`src/logic/mbx_pkg.sv`:
```
package mbx_pkg;

    // data path widths
    localparam int unsigned LONG_W  = 36;
    localparam int unsigned WORD_W  = 18;
    localparam int unsigned BYTE_W  = 9;
    localparam int unsigned IDX_W   = 2;

    // index of the last port b read that drains one long word, per bus size (reads minus one)
    localparam logic [IDX_W-1:0] LONG_PARTS_LAST = 2'h0;
    localparam logic [IDX_W-1:0] WORD_PARTS_LAST = 2'h1;
    localparam logic [IDX_W-1:0] BYTE_PARTS_LAST = 2'h3;

    // field positions inside a long word
    localparam int unsigned WORD_HI_LSB = 18;
    localparam int unsigned BYTE_SPAN   = 9;

    // reset values
    localparam logic [LONG_W-1:0] DATA_RST  = 36'h0_0000_0000;
    localparam logic [IDX_W-1:0]  IDX_RST   = 2'h0;
    localparam logic              FLAG_IDLE = 1'b1;
    localparam logic              OE_OFF_N  = 1'b1;

    // masks that keep only the lanes a bus size may carry
    localparam logic [LONG_W-1:0] MASK_LONG = 36'hF_FFFF_FFFF;
    localparam logic [LONG_W-1:0] MASK_WORD = 36'h0_0003_FFFF;
    localparam logic [LONG_W-1:0] MASK_BYTE = 36'h0_0000_01FF;

    // two-entry buffer depth in front of the serialiser
    localparam logic [1:0] BUF_DEPTH = 2'h2;

    // port b bus size, one-hot
    typedef enum logic [2:0] {
        MBX_SIZE_LONG = 3'h1,
        MBX_SIZE_WORD = 3'h2,
        MBX_SIZE_BYTE = 3'h4
    } mbx_size_t;

    // endian order of word and byte sequencing
    typedef enum logic [1:0] {
        MBX_ORDER_BIG    = 2'h1,
        MBX_ORDER_LITTLE = 2'h2
    } mbx_order_t;

endpackage : mbx_pkg

```
`src/logic/mbx_buf2.sv`:
```
`timescale 1ns/1ps

// two-entry buffer; ready and valid come from flops so both sides see clean levels
module mbx_buf2 #(
    parameter int unsigned W = 36
) (
    input  wire logic         clk,
    input  wire logic         nrst,
    input  wire logic         flush,
    input  wire logic         in_valid,
    output logic              in_ready,
    input  wire logic [W-1:0] in_data,
    output logic              out_valid,
    input  wire logic         out_ready,
    output logic [W-1:0]      out_data
);

    logic [W-1:0] slot_reg [0:1];
    logic         rd_ptr_reg;
    logic         wr_ptr_reg;
    logic [1:0]   count_reg;
    logic [1:0]   count_next;
    logic         push;
    logic         pop;

    assign push     = in_valid && in_ready;
    assign pop      = out_valid && out_ready;
    assign out_data = slot_reg[rd_ptr_reg];

    // occupancy after this edge
    always_comb begin
        count_next = count_reg;
        if (push && !pop) begin
            count_next = count_reg + 2'h1;
        end else if (pop && !push) begin
            count_next = count_reg - 2'h1;
        end
    end

    // pointers and counters; flags are registered copies of the next count
    always_ff @(posedge clk) begin
        if (!nrst || flush) begin
            rd_ptr_reg <= 1'b0;
            wr_ptr_reg <= 1'b0;
            count_reg  <= 2'h0;
            in_ready   <= 1'b0;
            out_valid  <= 1'b0;
        end else begin
            if (push) begin
                wr_ptr_reg <= ~wr_ptr_reg;
            end
            if (pop) begin
                rd_ptr_reg <= ~rd_ptr_reg;
            end
            count_reg <= count_next;
            in_ready  <= (count_next != mbx_pkg::BUF_DEPTH);
            out_valid <= (count_next != 2'h0);
        end
    end

    // storage needs no reset; nothing reads a slot before it is written
    always_ff @(posedge clk) begin
        if (push) begin
            slot_reg[wr_ptr_reg] <= in_data;
        end
    end

endmodule : mbx_buf2

```
`src/logic/mbx_top.sv`:
```
`timescale 1ns/1ps

// Operation
// two 36-bit mailboxes, one each direction
// mailbox select picks mailbox or fifo
// port a mailbox write loads a-to-b mailbox
// a-to-b mailbox keeps only bus-size lanes
// port b mailbox write loads b-to-a mailbox
// b-to-a mailbox keeps only bus-size lanes
// accepted mailbox write drives full flag low
// writes ignored while full flag low
// read bus from mailbox or fifo register
// port b mailbox read sets a-to-b flag high
// port b mail read shows bus-size lanes
// port a mailbox read sets b-to-a flag high
// port a mail read shows bus-size lanes
// reading a mailbox leaves contents intact
// decode bus size from match and size inputs
// host holds size inputs static after reset
// size and order apply at reset completion
// big or little endian part order
// endian caught at master reset release
// memory moves whole words; mail unconverted
// long moves whole; narrower keeps remainder aside
// unused port b lanes may be anything
// both mailbox flags high after reset
// next word fetched only once drained
module mbx_top (
    input  wire logic        clk,
    input  wire logic        nrst,
    input  wire logic        master_reset_n,
    input  wire logic        width_match_select,
    input  wire logic        size_select,
    input  wire logic        endian_order_select,
    output logic             full_or_input_ready_flag,
    input  wire logic        port_a_chip_select_n,
    input  wire logic        port_a_write_read_n,
    input  wire logic        port_a_enable,
    input  wire logic        port_a_mailbox_select,
    input  wire logic [35:0] port_a_data_in,
    output logic [35:0]      port_a_data_out,
    output logic             port_a_data_oe_n,
    input  wire logic        port_b_chip_select_n,
    input  wire logic        port_b_write_n_read,
    input  wire logic        port_b_enable,
    input  wire logic        port_b_mailbox_select,
    input  wire logic [35:0] port_b_data_in,
    output logic [35:0]      port_b_data_out,
    output logic             port_b_data_oe_n,
    output logic             port_b_fifo_data_ready,
    output logic             a_to_b_mail_full_n,
    output logic             b_to_a_mail_full_n,
    input  wire logic        mem_word_valid,
    output logic             mem_word_ready,
    input  wire logic [35:0] mem_word
);

    // configuration and status
    mbx_pkg::mbx_size_t        bus_size_reg;
    mbx_pkg::mbx_order_t       order_reg;
    logic                      master_reset_n_reg;
    logic                      cfg_done_reg;

    // mailboxes and their active-low full flags
    logic [35:0]               a_to_b_mailbox_reg;
    logic [35:0]               b_to_a_mailbox_reg;
    logic                      a_to_b_mail_full_n_reg;
    logic                      b_to_a_mail_full_n_reg;

    // fifo read serialiser
    logic [35:0]               aux_word_reg;
    logic [35:0]               fifo_out_reg;
    logic [1:0]                part_idx_reg;
    logic [1:0]                part_last;
    logic [35:0]               size_mask;

    // decoded port accesses
    logic                      a_sel;
    logic                      a_mail_write;
    logic                      a_mail_read;
    logic                      a_reading;
    logic                      b_sel;
    logic                      b_mail_write;
    logic                      b_mail_read;
    logic                      b_fifo_read;
    logic                      b_reading;

    // buffer interface
    logic                      buf_valid;
    logic                      buf_ready;
    logic [35:0]               buf_data;
    logic                      buf_flush;
    logic                      fetch_word;

    // size decode from the two straps
    function automatic mbx_pkg::mbx_size_t decode_size(input logic bm, input logic sz);
        mbx_pkg::mbx_size_t result;
        result = mbx_pkg::MBX_SIZE_LONG;
        if (bm && !sz) begin
            result = mbx_pkg::MBX_SIZE_WORD;
        end else if (bm && sz) begin
            result = mbx_pkg::MBX_SIZE_BYTE;
        end
        return result;
    endfunction : decode_size

    // pick part idx of a long word, in the configured order, onto the low lanes
    function automatic logic [35:0] select_part(
        input logic [35:0]         word,
        input mbx_pkg::mbx_size_t  size,
        input mbx_pkg::mbx_order_t order,
        input logic [1:0]          idx
    );
        logic [35:0] result;
        logic [1:0]  lane;
        result = word;
        lane   = idx;
        unique case (size)
            mbx_pkg::MBX_SIZE_LONG: begin
                result = word;
            end
            mbx_pkg::MBX_SIZE_WORD: begin
                if (order == mbx_pkg::MBX_ORDER_BIG) begin
                    lane = idx ^ 2'h1;
                end
                result = (lane[0]) ? (word >> mbx_pkg::WORD_HI_LSB) : word;
                result = result & mbx_pkg::MASK_WORD;
            end
            mbx_pkg::MBX_SIZE_BYTE: begin
                if (order == mbx_pkg::MBX_ORDER_BIG) begin
                    lane = ~idx;
                end
                result = word >> (lane * 36'(mbx_pkg::BYTE_SPAN));
                result = result & mbx_pkg::MASK_BYTE;
            end
            default: begin
                result = word;
            end
        endcase
        return result;
    endfunction : select_part

    // lanes that mailbox traffic may use for the current bus size
    always_comb begin
        size_mask = mbx_pkg::MASK_LONG;
        part_last = mbx_pkg::LONG_PARTS_LAST;
        unique case (bus_size_reg)
            mbx_pkg::MBX_SIZE_LONG: begin
                size_mask = mbx_pkg::MASK_LONG;
                part_last = mbx_pkg::LONG_PARTS_LAST;
            end
            mbx_pkg::MBX_SIZE_WORD: begin
                size_mask = mbx_pkg::MASK_WORD;
                part_last = mbx_pkg::WORD_PARTS_LAST;
            end
            mbx_pkg::MBX_SIZE_BYTE: begin
                size_mask = mbx_pkg::MASK_BYTE;
                part_last = mbx_pkg::BYTE_PARTS_LAST;
            end
            default: begin
                size_mask = mbx_pkg::MASK_LONG;
                part_last = mbx_pkg::LONG_PARTS_LAST;
            end
        endcase
    end

    // port a strobes: chip select low and enable high select the port
    assign a_sel        = !port_a_chip_select_n && port_a_enable && cfg_done_reg;
    assign a_mail_write = a_sel && port_a_write_read_n && port_a_mailbox_select;
    assign a_mail_read  = a_sel && !port_a_write_read_n && port_a_mailbox_select;
    assign a_reading    = !port_a_chip_select_n && !port_a_write_read_n;

    // port b strobes; note the read direction is the high level here
    assign b_sel        = !port_b_chip_select_n && port_b_enable && cfg_done_reg;
    assign b_mail_write = b_sel && !port_b_write_n_read && port_b_mailbox_select;
    assign b_mail_read  = b_sel && port_b_write_n_read && port_b_mailbox_select;
    assign b_fifo_read  = b_sel && port_b_write_n_read && !port_b_mailbox_select;
    assign b_reading    = !port_b_chip_select_n && port_b_write_n_read;

    // a word leaves the buffer only when nothing of the last one is still held
    assign fetch_word   = b_fifo_read && (part_idx_reg == 2'h0) && buf_valid;
    assign buf_ready    = fetch_word;
    assign buf_flush    = !master_reset_n;

    // whole 36-bit words from memory wait here; a stalled port b fills it
    mbx_buf2 #(
        .W (mbx_pkg::LONG_W)
    ) u_word_buf (
        .clk       (clk),
        .nrst      (nrst),
        .flush     (buf_flush),
        .in_valid  (mem_word_valid),
        .in_ready  (mem_word_ready),
        .in_data   (mem_word),
        .out_valid (buf_valid),
        .out_ready (buf_ready),
        .out_data  (buf_data)
    );

    // configuration is caught on the rising edge of master reset
    always_ff @(posedge clk) begin
        if (!nrst) begin
            master_reset_n_reg <= 1'b0;
            cfg_done_reg       <= 1'b0;
            bus_size_reg       <= mbx_pkg::MBX_SIZE_LONG;
            order_reg          <= mbx_pkg::MBX_ORDER_BIG;
        end else begin
            master_reset_n_reg <= master_reset_n;
            if (!master_reset_n) begin
                cfg_done_reg <= 1'b0;
            end else if (!master_reset_n_reg) begin
                bus_size_reg <= decode_size(width_match_select, size_select);
                order_reg    <= endian_order_select ? mbx_pkg::MBX_ORDER_BIG
                                                    : mbx_pkg::MBX_ORDER_LITTLE;
                cfg_done_reg <= 1'b1;
            end
        end
    end

    // ready flag rises one cycle after the caught configuration takes effect
    always_ff @(posedge clk) begin
        if (!nrst) begin
            full_or_input_ready_flag <= 1'b0;
        end else begin
            full_or_input_ready_flag <= cfg_done_reg && master_reset_n;
        end
    end

    // a-to-b mailbox: written from port a, emptied by a port b mail read
    always_ff @(posedge clk) begin
        if (!nrst || !master_reset_n) begin
            a_to_b_mailbox_reg     <= mbx_pkg::DATA_RST;
            a_to_b_mail_full_n_reg <= mbx_pkg::FLAG_IDLE;
        end else if (a_mail_write && a_to_b_mail_full_n_reg) begin
            // write beats a same-cycle read so the new mail is never lost
            a_to_b_mailbox_reg     <= port_a_data_in & size_mask;
            a_to_b_mail_full_n_reg <= 1'b0;
        end else if (b_mail_read) begin
            a_to_b_mail_full_n_reg <= 1'b1;
        end
    end

    // b-to-a mailbox: written from port b, emptied by a port a mail read
    always_ff @(posedge clk) begin
        if (!nrst || !master_reset_n) begin
            b_to_a_mailbox_reg     <= mbx_pkg::DATA_RST;
            b_to_a_mail_full_n_reg <= mbx_pkg::FLAG_IDLE;
        end else if (b_mail_write && b_to_a_mail_full_n_reg) begin
            b_to_a_mailbox_reg     <= port_b_data_in & size_mask;
            b_to_a_mail_full_n_reg <= 1'b0;
        end else if (a_mail_read) begin
            b_to_a_mail_full_n_reg <= 1'b1;
        end
    end

    // serialiser: first part goes out, the rest waits in the aux word
    always_ff @(posedge clk) begin
        if (!nrst || !master_reset_n) begin
            aux_word_reg <= mbx_pkg::DATA_RST;
            fifo_out_reg <= mbx_pkg::DATA_RST;
            part_idx_reg <= mbx_pkg::IDX_RST;
        end else if (fetch_word) begin
            aux_word_reg <= buf_data;
            fifo_out_reg <= select_part(buf_data, bus_size_reg, order_reg, 2'h0);
            part_idx_reg <= (part_last == 2'h0) ? 2'h0 : 2'h1;
        end else if (b_fifo_read && (part_idx_reg != 2'h0)) begin
            fifo_out_reg <= select_part(aux_word_reg, bus_size_reg, order_reg,
                                        part_idx_reg);
            part_idx_reg <= (part_idx_reg == part_last) ? 2'h0
                                                        : part_idx_reg + 2'h1;
        end
    end

    // tells port b a read would bring new fifo data out
    always_ff @(posedge clk) begin
        if (!nrst || !master_reset_n) begin
            port_b_fifo_data_ready <= 1'b0;
        end else begin
            port_b_fifo_data_ready <= (part_idx_reg != 2'h0) || buf_valid;
        end
    end

    // port a drive: only mail travels back, fifo select shows zeros
    always_ff @(posedge clk) begin
        if (!nrst) begin
            port_a_data_out  <= mbx_pkg::DATA_RST;
            port_a_data_oe_n <= mbx_pkg::OE_OFF_N;
        end else begin
            port_a_data_oe_n <= !a_reading;
            port_a_data_out  <= port_a_mailbox_select ? (b_to_a_mailbox_reg & size_mask)
                                                      : mbx_pkg::DATA_RST;
        end
    end

    // port b drive: mail needs no reordering, fifo data comes pre-arranged
    always_ff @(posedge clk) begin
        if (!nrst) begin
            port_b_data_out  <= mbx_pkg::DATA_RST;
            port_b_data_oe_n <= mbx_pkg::OE_OFF_N;
        end else begin
            port_b_data_oe_n <= !b_reading;
            // unused lanes read as zero, a legal pick for undefined lines
            port_b_data_out  <= port_b_mailbox_select ? (a_to_b_mailbox_reg & size_mask)
                                                      : fifo_out_reg;
        end
    end

    // the mail flags leave straight from their flops
    assign a_to_b_mail_full_n = a_to_b_mail_full_n_reg;
    assign b_to_a_mail_full_n = b_to_a_mail_full_n_reg;

endmodule : mbx_top

```
`config.mk`:
```
export PLATFORM = sky130hd
export DESIGN_NAME = mbx_top
export DESIGN_NICKNAME = d
export VERILOG_FILES = /design/src/logic/mbx_pkg.sv /design/src/logic/mbx_buf2.sv /design/src/logic/mbx_top.sv
export SDC_FILE = /design/constraint.sdc
export NUM_CORES = 1
export LEC_CHECK = 0
export ABC_AREA = 0
export ABC_CLOCK_PERIOD_IN_PS = 2200
export BUFFER_PORTS_ARGS = -buffer_cell sky130_fd_sc_hd__buf_2
export CAP_MARGIN = 30
export CORE_ASPECT_RATIO = 0.75
export CORE_MARGIN = 3
export CORE_UTILIZATION = 50
export DETAILED_ROUTE_END_ITERATION = 10
export HOLD_SLACK_MARGIN = 0.03
export PLACE_DENSITY_LB_ADDON = 0.3
export SETUP_SLACK_MARGIN = 0.1
export SLEW_MARGIN = 10
export SYNTH_ARGS = -nofsm -noshare
export SYNTH_HDL_FRONTEND = slang
export SYNTH_SLANG_ARGS = --single-unit
export TNS_END_PERCENT = 1
```
`constraint.sdc`:
```
create_clock -name clk -period 2.2 [get_ports clk]
set_input_delay 0.22 -clock clk [delete_from_list [all_inputs] [get_ports clk]]
set_output_delay 0.22 -clock clk [all_outputs]
set_load 0.01 [all_outputs]
```
Yosys cells after proc, flatten, opt, wreduce, memory -nomap -nowiden
Memories as Yosys holds them, arrays and structs flattened. A register that Yosys moved wholly into a read port is not among the register bits.
Index checks and enable logic that the tools add are counted.

word-level totals
  bits in registers = 237
  bits in writable memories = 72
  bits of input ports = 123
  output and inout port bits = 79
  logic and storage cells = 139
  memories = 1

operators by class
  $add $sub $neg = 3
  multiply operators = 2
  equality and inequality tests = 5
  shift-type cells = 2
  mux-type cells = 44
  bitwise operators = 9
  reduce and logical (&&, ||, !) cells = 51

memories
  memory               words  bits a word  read ports  clocked after Yosys merged registers in  write ports  line            source
  u_word_buf.slot_reg  2      36           1           1                                        1            mbx_buf2.sv:18  logic [W-1:0] slot_reg [0:1];

operators by type and width
  cell                 count
  $pmux 36 s2          3
  $and 36x36->36       4
  $mux 36              3
  $shr 36x6->9         2
  $mux 18              2
  $mux 2               15
  $logic_and 1x1->1    27
  $mux 1               18
  $logic_not 1->1      12
  $mul 2x4->6 const B  2
  $reduce_bool 2->1    5
  $mux 3               2
  $reduce_and 2->1     3
  $add 2x1->2 const B  2
  $logic_not 2->1      2
  $not 1->1            4
  $pmux 2 s2           1
  $eq 3x2->1 const B   1
  $eq 3x3->1 const B   1
  $eq 2x1->1 const B   1
  $eq 2x2->1           1
  $logic_or 1x1->1     2
  $ne 2x2->1 const B   1
  $not 2->2            1
  $sub 2x1->2 const B  1

Logic depth before layout (Yosys ltp)
Gate-level depths: netlist of run 1.

  depth in word-level cells = 14
  mapped depth = 10

Modules after synthesis
Synthesis of run 1 repeated with hierarchy kept, for this count alone.

unflattened totals
  cells, all modules = 1,223
  area, all modules = 12,522.0 sq um

modules (own cells, without submodules)
  module    times used  cells each  area each (sq um)  seq. area each (sq um)
  mbx_top   1           1,079       9,569.2            4,624.4
  mbx_buf2  1           144         2,952.8            2,302.2

Least setup slack after synthesis of run 1
OpenSTA, ideal clock, no wires.

  path kind = reg2reg
  from = register u_word_buf.in_ready
  to = memory u_word_buf.slot_reg[0][0] (enable)
  setup time = 429 ps
  arrival = 2,103 ps
  required time = 1,771 ps
  slack = -332 ps
  cell stages (with the launch flop) = 3
  cell sequence = dfxtp_1 nand2_1 nor2_1

on the way
  longest elaborated chain between the ends = 3

RTL lines
  what                          line            source
  from (decl)                   mbx_buf2.sv:11  output logic in_ready,
  from (signal assigned)        mbx_buf2.sv:56  in_ready <= (count_next != mbx_pkg::BUF_DEPTH);
  $logic_and 1x1->1             mbx_buf2.sv:26  assign push = in_valid && in_ready;
  $mux 1                        mbx_buf2.sv:63  if (push) begin
  $mux 1 (implied by the code)  mbx_buf2.sv:64  slot_reg[wr_ptr_reg] <= in_data;
  to (decl)                     mbx_buf2.sv:18

No other way between the ends.

Worst setup path after layout of run 1
  from = register part_idx_reg[0]
  to = register u_word_buf.out_valid

on the way
  longest elaborated chain between the ends = 8
  elaborated cells between the ends (all ways) = 10
  those cells by class = mux (2); reduce/logical (8)

RTL lines
  what                                                         line                            source
  from (decl)                                                  mbx_top.sv:73                   logic [1:0] part_idx_reg;
  from (signal assigned)                                       mbx_top.sv:261                  part_idx_reg <= mbx_pkg::IDX_RST;
  from (signal assigned)                                       mbx_top.sv:265                  part_idx_reg <= (part_last == 2'h0) ? 2'h0 : 2'h1;
  from (signal assigned)                                       mbx_top.sv:269                  part_idx_reg <= (part_idx_reg == part_last) ? 2'h0
  $logic_not 2->1 (*)                                          mbx_top.sv:181                  assign fetch_word = b_fifo_read && (part_idx_reg == 2'h0) && buf_valid;
  $logic_and 1x1->1 (*) (2 in a row)                           mbx_top.sv:181
  $logic_and 1x1->1 (*)                                        mbx_buf2.sv:27                  assign pop = out_valid && out_ready;
  $logic_and 1x1->1 / $logic_not 1->1 (equally long branches)  mbx_buf2.sv:35, mbx_buf2.sv:33
  $mux 2 / $logic_and 1x1->1 (equally long branches)           mbx_buf2.sv:35, mbx_buf2.sv:33
  $mux 2 (*)                                                   mbx_buf2.sv:33                  if (push && !pop) begin
  $reduce_bool 2->1 (*)                                        mbx_buf2.sv:57                  out_valid <= (count_next != 2'h0);
  to (signal assigned)                                         mbx_buf2.sv:57
  to (decl)                                                    mbx_buf2.sv:13                  output logic out_valid,

Every way passes the cells marked *; elsewhere a longest branch is shown, timed or not.
A chain may end at the register's enable or synchronous reset.

==> results of run 1 <==
[worst reg2reg max path, delay by kind of cell, from the launching register on]
kind | cells | cell delay [ns]
XOR/XNOR | 1 | 0.16
adder cells (fa/ha/maj) | 1 | 0.22
AO/OA/AOI/OAI | 2 | 0.30
buffers and inverters | 2 | 0.37
flip-flops | 1 | 0.31
AND/OR/NAND/NOR | 3 | 0.50
[cell families after synthesis]
family,after synthesis
compound gates,275
fa+ha+maj,1
simple gates,393
flops,310
xor+xnor,10
buf+inv,83
mux,46
[per-layer routing]
metal / vias up / part of all wire, % / global-route usage (%)
li1: 4650 / - / -
met1: 4665 / 45 / 36.9
met2: 387 / 45 / 41.4
met3: 68 / 7.9 / 5.79
met4: 0 / 2.5 / 6.81
met5: - / 0 / 0
[power groups by stage]
stage | registers (W) | logic (W) | clock network [W]
6_report | 0.00588 | 0.000669 | 0.00494
3_3_place_gp | 0.00600 | 0.000484 | 0
4_1_cts | 0.00588 | 0.000650 | 0.00499
2_1_floorplan | 0.00600 | 0.000248 | 0
5_1_grt | 0.00588 | 0.000716 | 0.00523
3_5_place_dp | 0.00600 | 0.000488 | 0
[layout make-up]
type,instances,area [um^2],area share (%)
Sequential cell,310,6930,45.0
Multi-Input combinational cell,725,4470,29.1
Timing Repair Buffer,369,2640,17.2
Clock buffer,46,923,6.00
Tap cell,294,368,2.39
Clock inverter,6,33.8,0.219
Inverter,6,22.5,0.146
[worst min path at each step]
stage | start | endpoint | slack [ns] | cells after the start
3_3_place_gp | mem_word[23] | u_word_buf.slot_reg[1][23]$_DFFE_PP_ | 0.41 | 1
5_1_grt | port_a_mailbox_select | port_a_data_out[4]$_SDFF_PN0_ | 0.07 | 2
4_1_cts | port_b_mailbox_select | port_b_data_out[9]$_SDFF_PN0_ | 0.06 | 3
6_report | port_a_mailbox_select | port_a_data_out[3]$_SDFF_PN0_ | 0.08 | 2
2_1_floorplan | mem_word[0] | u_word_buf.slot_reg[0][0]$_DFFE_PP_ | 0.32 | 0
3_5_place_dp | mem_word[35] | u_word_buf.slot_reg[1][35]$_DFFE_PP_ | 0.41 | 1
[timing repair]
action | in CTS | in global routing
endpoints found under the hold margin | 151 | 0
resized for setup | 0 | 1
hold buffers | 115 | 0
endpoints found under the setup margin | 0 | 6
[layout by cell type, fill, tap and decap left out, types with 3 or more instances in the layout]
cell and count:
dfxtp_1 237, buf_2 201, dlygate4sd3_1 115, nor2_1 110, nand2_1 107, a21oi_1 75
edfxtp_1 72, nand3_1 52, buf_4 46, mux2i_1 36, a22oi_1 36, nand2b_1 32
clkbuf_16 32, a211oi_1 29, a21boi_0 29, and2_1 27, a22o_1 18, o21ai_0 14
and3_1 14, a221oi_1 13, nor3_1 11, nor2b_1 11, a211oi_2 10, or3_1 10
mux2_2 9, a31oi_1 8, a21o_1 8, xnor2_1 7, o22ai_1 7, clkbuf_1 7
clkbuf_8 7, buf_12 7, inv_1 6, a2bb2oi_1 6, o221ai_1 6, clkinv_2 5
nand3b_1 4, nor2_2 3, a221o_1 3
[stage by stage]
stage	worst slack (ns)	area, um^2	instances
after global routing	0.0769	15400	1756
after floorplan	0.195	11800	1118
after CTS	0.241	15400	1755
after global placement	0.173	13300	1587
final	0.215	15400	1756
after detailed placement	0.237	13300	1588
==> metrics.yaml, run 1 <==
cts_tree: "yes"
r2r_start: "part_idx_reg[0]$_SDFFE_PN0P_"
pin_count: 202
path_common_cell: "nand2_1"
ff2ff_setup_slack_ns: 0.22
hold_violations: 0
antenna_found_initial: 0
drv_cap: 0
leakagePower_nw: 5.77
switching_share_pct: 21.2
critPathMaxFanout: 46
ir_drop_uv: 509
cpPeakStageDelay_ns: 0.31
synth_fa_ha_area_share_pct: 0.106
largest_register_ffs: 72
clock-skew-final_ns: 0.0123
synth_area_per_cell_um2: 10.5
vias: 9770
die_y_um: 139
outcome: "completed"
fp-row-count: 47
pwr-share-seq_pct: 51.2
grt_pass1_wl_um: 53500
nets: 1565
max_freq_mhz: 504
clkPwrFrac_pct: 43.0
synthMuxAreaShare_pct: 4.11
setup_viol: 0
synth-edff-count: 72
portBuffers: 201
grt_pass1_vias: 9605
power_frac_comb_pct: 5.8
holdWs_ns: 0.0795
dieArea_um2: 25500
cts_setup_buffers: 0
cp-end-kind: "flop"
tightest_slew_ns: 0.778
dr.pass1.iters: 6
core_area_um2: 22600
slew-limit-headroom_pct: 48.1
yosysTopAreaCell: "dfxtp_1"
synth_compound_area_share_pct: 16.6
synth_top_area_share_pct: 40.5
worstPathRequired_ns: 2.60
clkLatencyLatePin_ns: 0.54
r2r-end: "u_word_buf.out_valid$_SDFF_PN0_"
synth_cell_types: 63
p_int_w: 0.00906
crit_start: "part_idx_reg[0]$_SDFFE_PN0P_"
cp.arrival_ns: 2.39
worst-setup-path-type: "flop to flop"
yosysSeqAreaShare_pct: 58.8
power_density_nw_per_um2: 746
utilization_pct: 68.2
setup.worst_path.start_class: "flop"
syn_nets: 1242
hpwl_um: 23000
synth-seq-cells: 310
path_clk_slew_ns: 0.07
cp.depth: 9
path_cells: "inv_1 > ha_1 > nand2_1 > nor4_4 > buf_12 > nand2_1 > o22ai_1 > xnor2_1 > a21oi_1"
h-tree-depth: 1
cts_sinks: 310
synth.most_common_cell: "dfxtp_1"
hold_path_class: "input port to flop"
grt_setup_unrepaired: "true"
synth_warnings: 0
synth_common_cells: "dfxtp_1, nor2_1, nand2_1"
wl_per_cell_um: 19.7
first_iter_violations: 854
ys_top_cells_by_area: "dfxtp_1, edfxtp_1, nor2_1"
finalSetupTns_ns: 0
path_buf_inv: 2
switching_power_w: 0.00243
netlist_area_um2: 11800
clk_path_buf_depth: 3
die_w_um: 183
grt_use_total_pct: 26.2
grt_max_degree: 60
crit_end: "u_word_buf.out_valid$_SDFF_PN0_"
async_flop_share_pct: 0
initial_core_util_pct: 52.2
cts_buffers: 29
ys.flop_type: "dfxtp_1"
path_delay_family: "simple AND/OR/NAND/NOR gates"
final-max-slew-violation-count: 0
period_share_pct: 90.2
final.min_clock_period_ns: 1.98
drc: 0
syn_to_final_growth_pct: 30.7
gp_congestion: 0.940
fillers: 1658
total_power_w: 0.0115
wirelength_um: 34600
overflow: 0
synthCells: 1118
ctsRootBufferMaster: "clkbuf_16"
slowest_stage: "dfxtp_1"
diodes: 0
vias_per_cell: 5.56
reg2reg_depth: 9
drive_above_1_share_pct: 23.0
synth-simple-area-share_pct: 16.1
synthXorXnorAreaFrac_pct: 0.967
synth_top_family_by_area: "compound AO/OA/AOI/OAI gates"
ant_nets: 0
Note: power is estimated with default switching activity, not from simulation.
==> inputs of run 2 (changes only) <==
--- a/config.mk
+++ b/config.mk
@@ -8,12 +8,12 @@
 export ABC_AREA = 0
 export ABC_CLOCK_PERIOD_IN_PS = 2200
 export BUFFER_PORTS_ARGS = -buffer_cell sky130_fd_sc_hd__buf_2
-export CAP_MARGIN = 30
+export CAP_MARGIN = 10
 export CORE_ASPECT_RATIO = 0.75
 export CORE_MARGIN = 3
 export CORE_UTILIZATION = 50
 export DETAILED_ROUTE_END_ITERATION = 10
-export HOLD_SLACK_MARGIN = 0.03
+export HOLD_SLACK_MARGIN = 0.08
 export PLACE_DENSITY_LB_ADDON = 0.3
 export SETUP_SLACK_MARGIN = 0.1
 export SLEW_MARGIN = 10
==> run 2 against run 1 <==
Against the previous run: non-clock buffer count stayed put; flip-flop and latch count stayed put; setup slack worse by 0.055 ns; largest cell class unchanged; sequential share of layout area stayed put; total power hardly changed; global-route usage is 0.14 points lower; final cell count stayed put; fmax is 2.7% lower; first-iteration DRC count is 5.0% higher; clock skew hardly changed; largest power group unchanged.
==> metrics.yaml, run 2 (same netlist as run 1, synthesis figures left out) <==
outcome: "completed"
finalSetupTns_ns: 0
dieArea_um2: 25500
grt_use_total_pct: 26.1
power_density_nw_per_um2: 746
first_iter_violations: 897
antenna_found_initial: 0
final.min_clock_period_ns: 2.04
vias_per_cell: 5.59
grt_setup_unrepaired: "true"
clock-skew-final_ns: 0.0118
path_clk_slew_ns: 0.07
ctsRootBufferMaster: "clkbuf_16"
fillers: 1716
setup.worst_path.start_class: "flop"
critPathMaxFanout: 24
dr.pass1.iters: 5
wirelength_um: 34500
final_cell_mix: "dfxtp_1, buf_2, dlygate4sd3_1, nor2_1, nand2_1"
multi_input_area_um2: 4470
grt_pass1_wl_um: 53200
wl_per_cell_um: 19.6
core_area_um2: 22600
nets: 1565
largest_register_ffs: 72
ir_drop_uv: 626
die_w_um: 183
die_y_um: 139
dpl_cell_area_um2: 13300
hold_path_class: "input port to flop"
leakagePower_nw: 5.77
drive_above_1_share_pct: 23.2
worstPathRequired_ns: 2.68
cts_sinks: 310
fp-row-count: 47
total_power_w: 0.0115
cp-end-kind: "flop"
initial_core_util_pct: 52.2
hpwl_um: 23000
diodes: 0
fin_ws_ns: 0.160
drv_cap: 0
overflow: 0
cts_buffers: 29
grt_pass1_vias: 9688
hold_violations: 0
clk_path_buf_depth: 3
max_freq_mhz: 490
cp.arrival_ns: 2.51
vias: 9811
holdWs_ns: 0.124
drc: 0
final_common_cell: "dfxtp_1"
clkLatencyLatePin_ns: 0.54
period_share_pct: 92.7
ant_nets: 0
h-tree-depth: 1
slew-limit-headroom_pct: 25.2
final-max-slew-violation-count: 0
cts_tree: "yes"
final_area_um2: 15400
dp_slack_ns: 0.118
grt_max_degree: 60
syn_to_final_growth_pct: 30.7
pin_count: 202
tightest_slew_ns: 1.12
portBuffers: 201
worst-setup-path-type: "flop to flop"
setup_viol: 0
gp_congestion: 0.940
seqCellArea_um2: 6930
## run 2: cell types whose count changed in the layout (fill, tap and decap cells not counted), sizes merged
cell / delta
buf: -2
dlygate4sd3: +2
clkbuf: -4
clkinv: +2
inv: +2
## run 2: cell type report
type	instances	area share (%)
Timing Repair Buffer	369	17.2
Clock inverter	10	0.374
Tap cell	294	2.39
Inverter	6	0.146
Clock buffer	42	5.83
Sequential cell	310	45.0
Multi-Input combinational cell	725	29.1
## run 2: repair_timing
item | CTS | global route
endpoints found under the hold margin | 165 | 0
hold buffers | 117 | 0
setup buffers | 0 | 0
endpoints found under the setup margin | 0 | 46
gates resized for setup | 0 | 1
## run 2: per-layer routing
metal / up-vias / track usage (%) / wire length, um
met4: 0 / 6.85 / 801
met2: 423 / 40.8 / 15400
met1: 4678 / 37.5 / 15500
met5: - / 0 / 0
li1: 4646 / - / -
met3: 64 / 4.85 / 2740
## run 2: where the power goes
part / switching, W / internal (W) / total [W] / leakage, nW
clock network: 0.00211 / 0.00283 / 0.00494 / 0.483
registers: 0.0000189 / 0.00586 / 0.00588 / 2.57
logic: 0.000341 / 0.000326 / 0.000666 / 2.71
total: 0.00247 / 0.00901 / 0.0115 / 5.77
## run 2: worst paths after layout
path,from,endpoint,slack (ns),cells past startpoint
max,bus_size_reg[1]$_SDFFE_PN0P_,port_a_data_out[32]$_SDFF_PN0_,0.16,5
min,master_reset_n,bus_size_reg[0]$_SDFFE_PN1P_,0.12,3
max reg2reg,bus_size_reg[1]$_SDFFE_PN0P_,port_a_data_out[32]$_SDFF_PN0_,0.16,5
min reg2reg,b_to_a_mailbox_reg[16]$_SDFFE_PN0P_,b_to_a_mailbox_reg[16]$_SDFFE_PN0P_,0.45,2
## run 2: stage by stage
step,std cells,util (%)
after floorplan,1118,-
after global placement,1587,58.7
after detailed placement,1587,58.7
after CTS,1756,68.2
after global routing,1756,68.2
final,1756,68.2
## run 2: worst max-delay path, stage by stage, from the launching register on
cell      delay (ns)
dfxtp_1         0.37
nand2b_1        0.19
a21oi_2         0.12
buf_12          0.18
nor2_1          0.86
and2_1          0.25
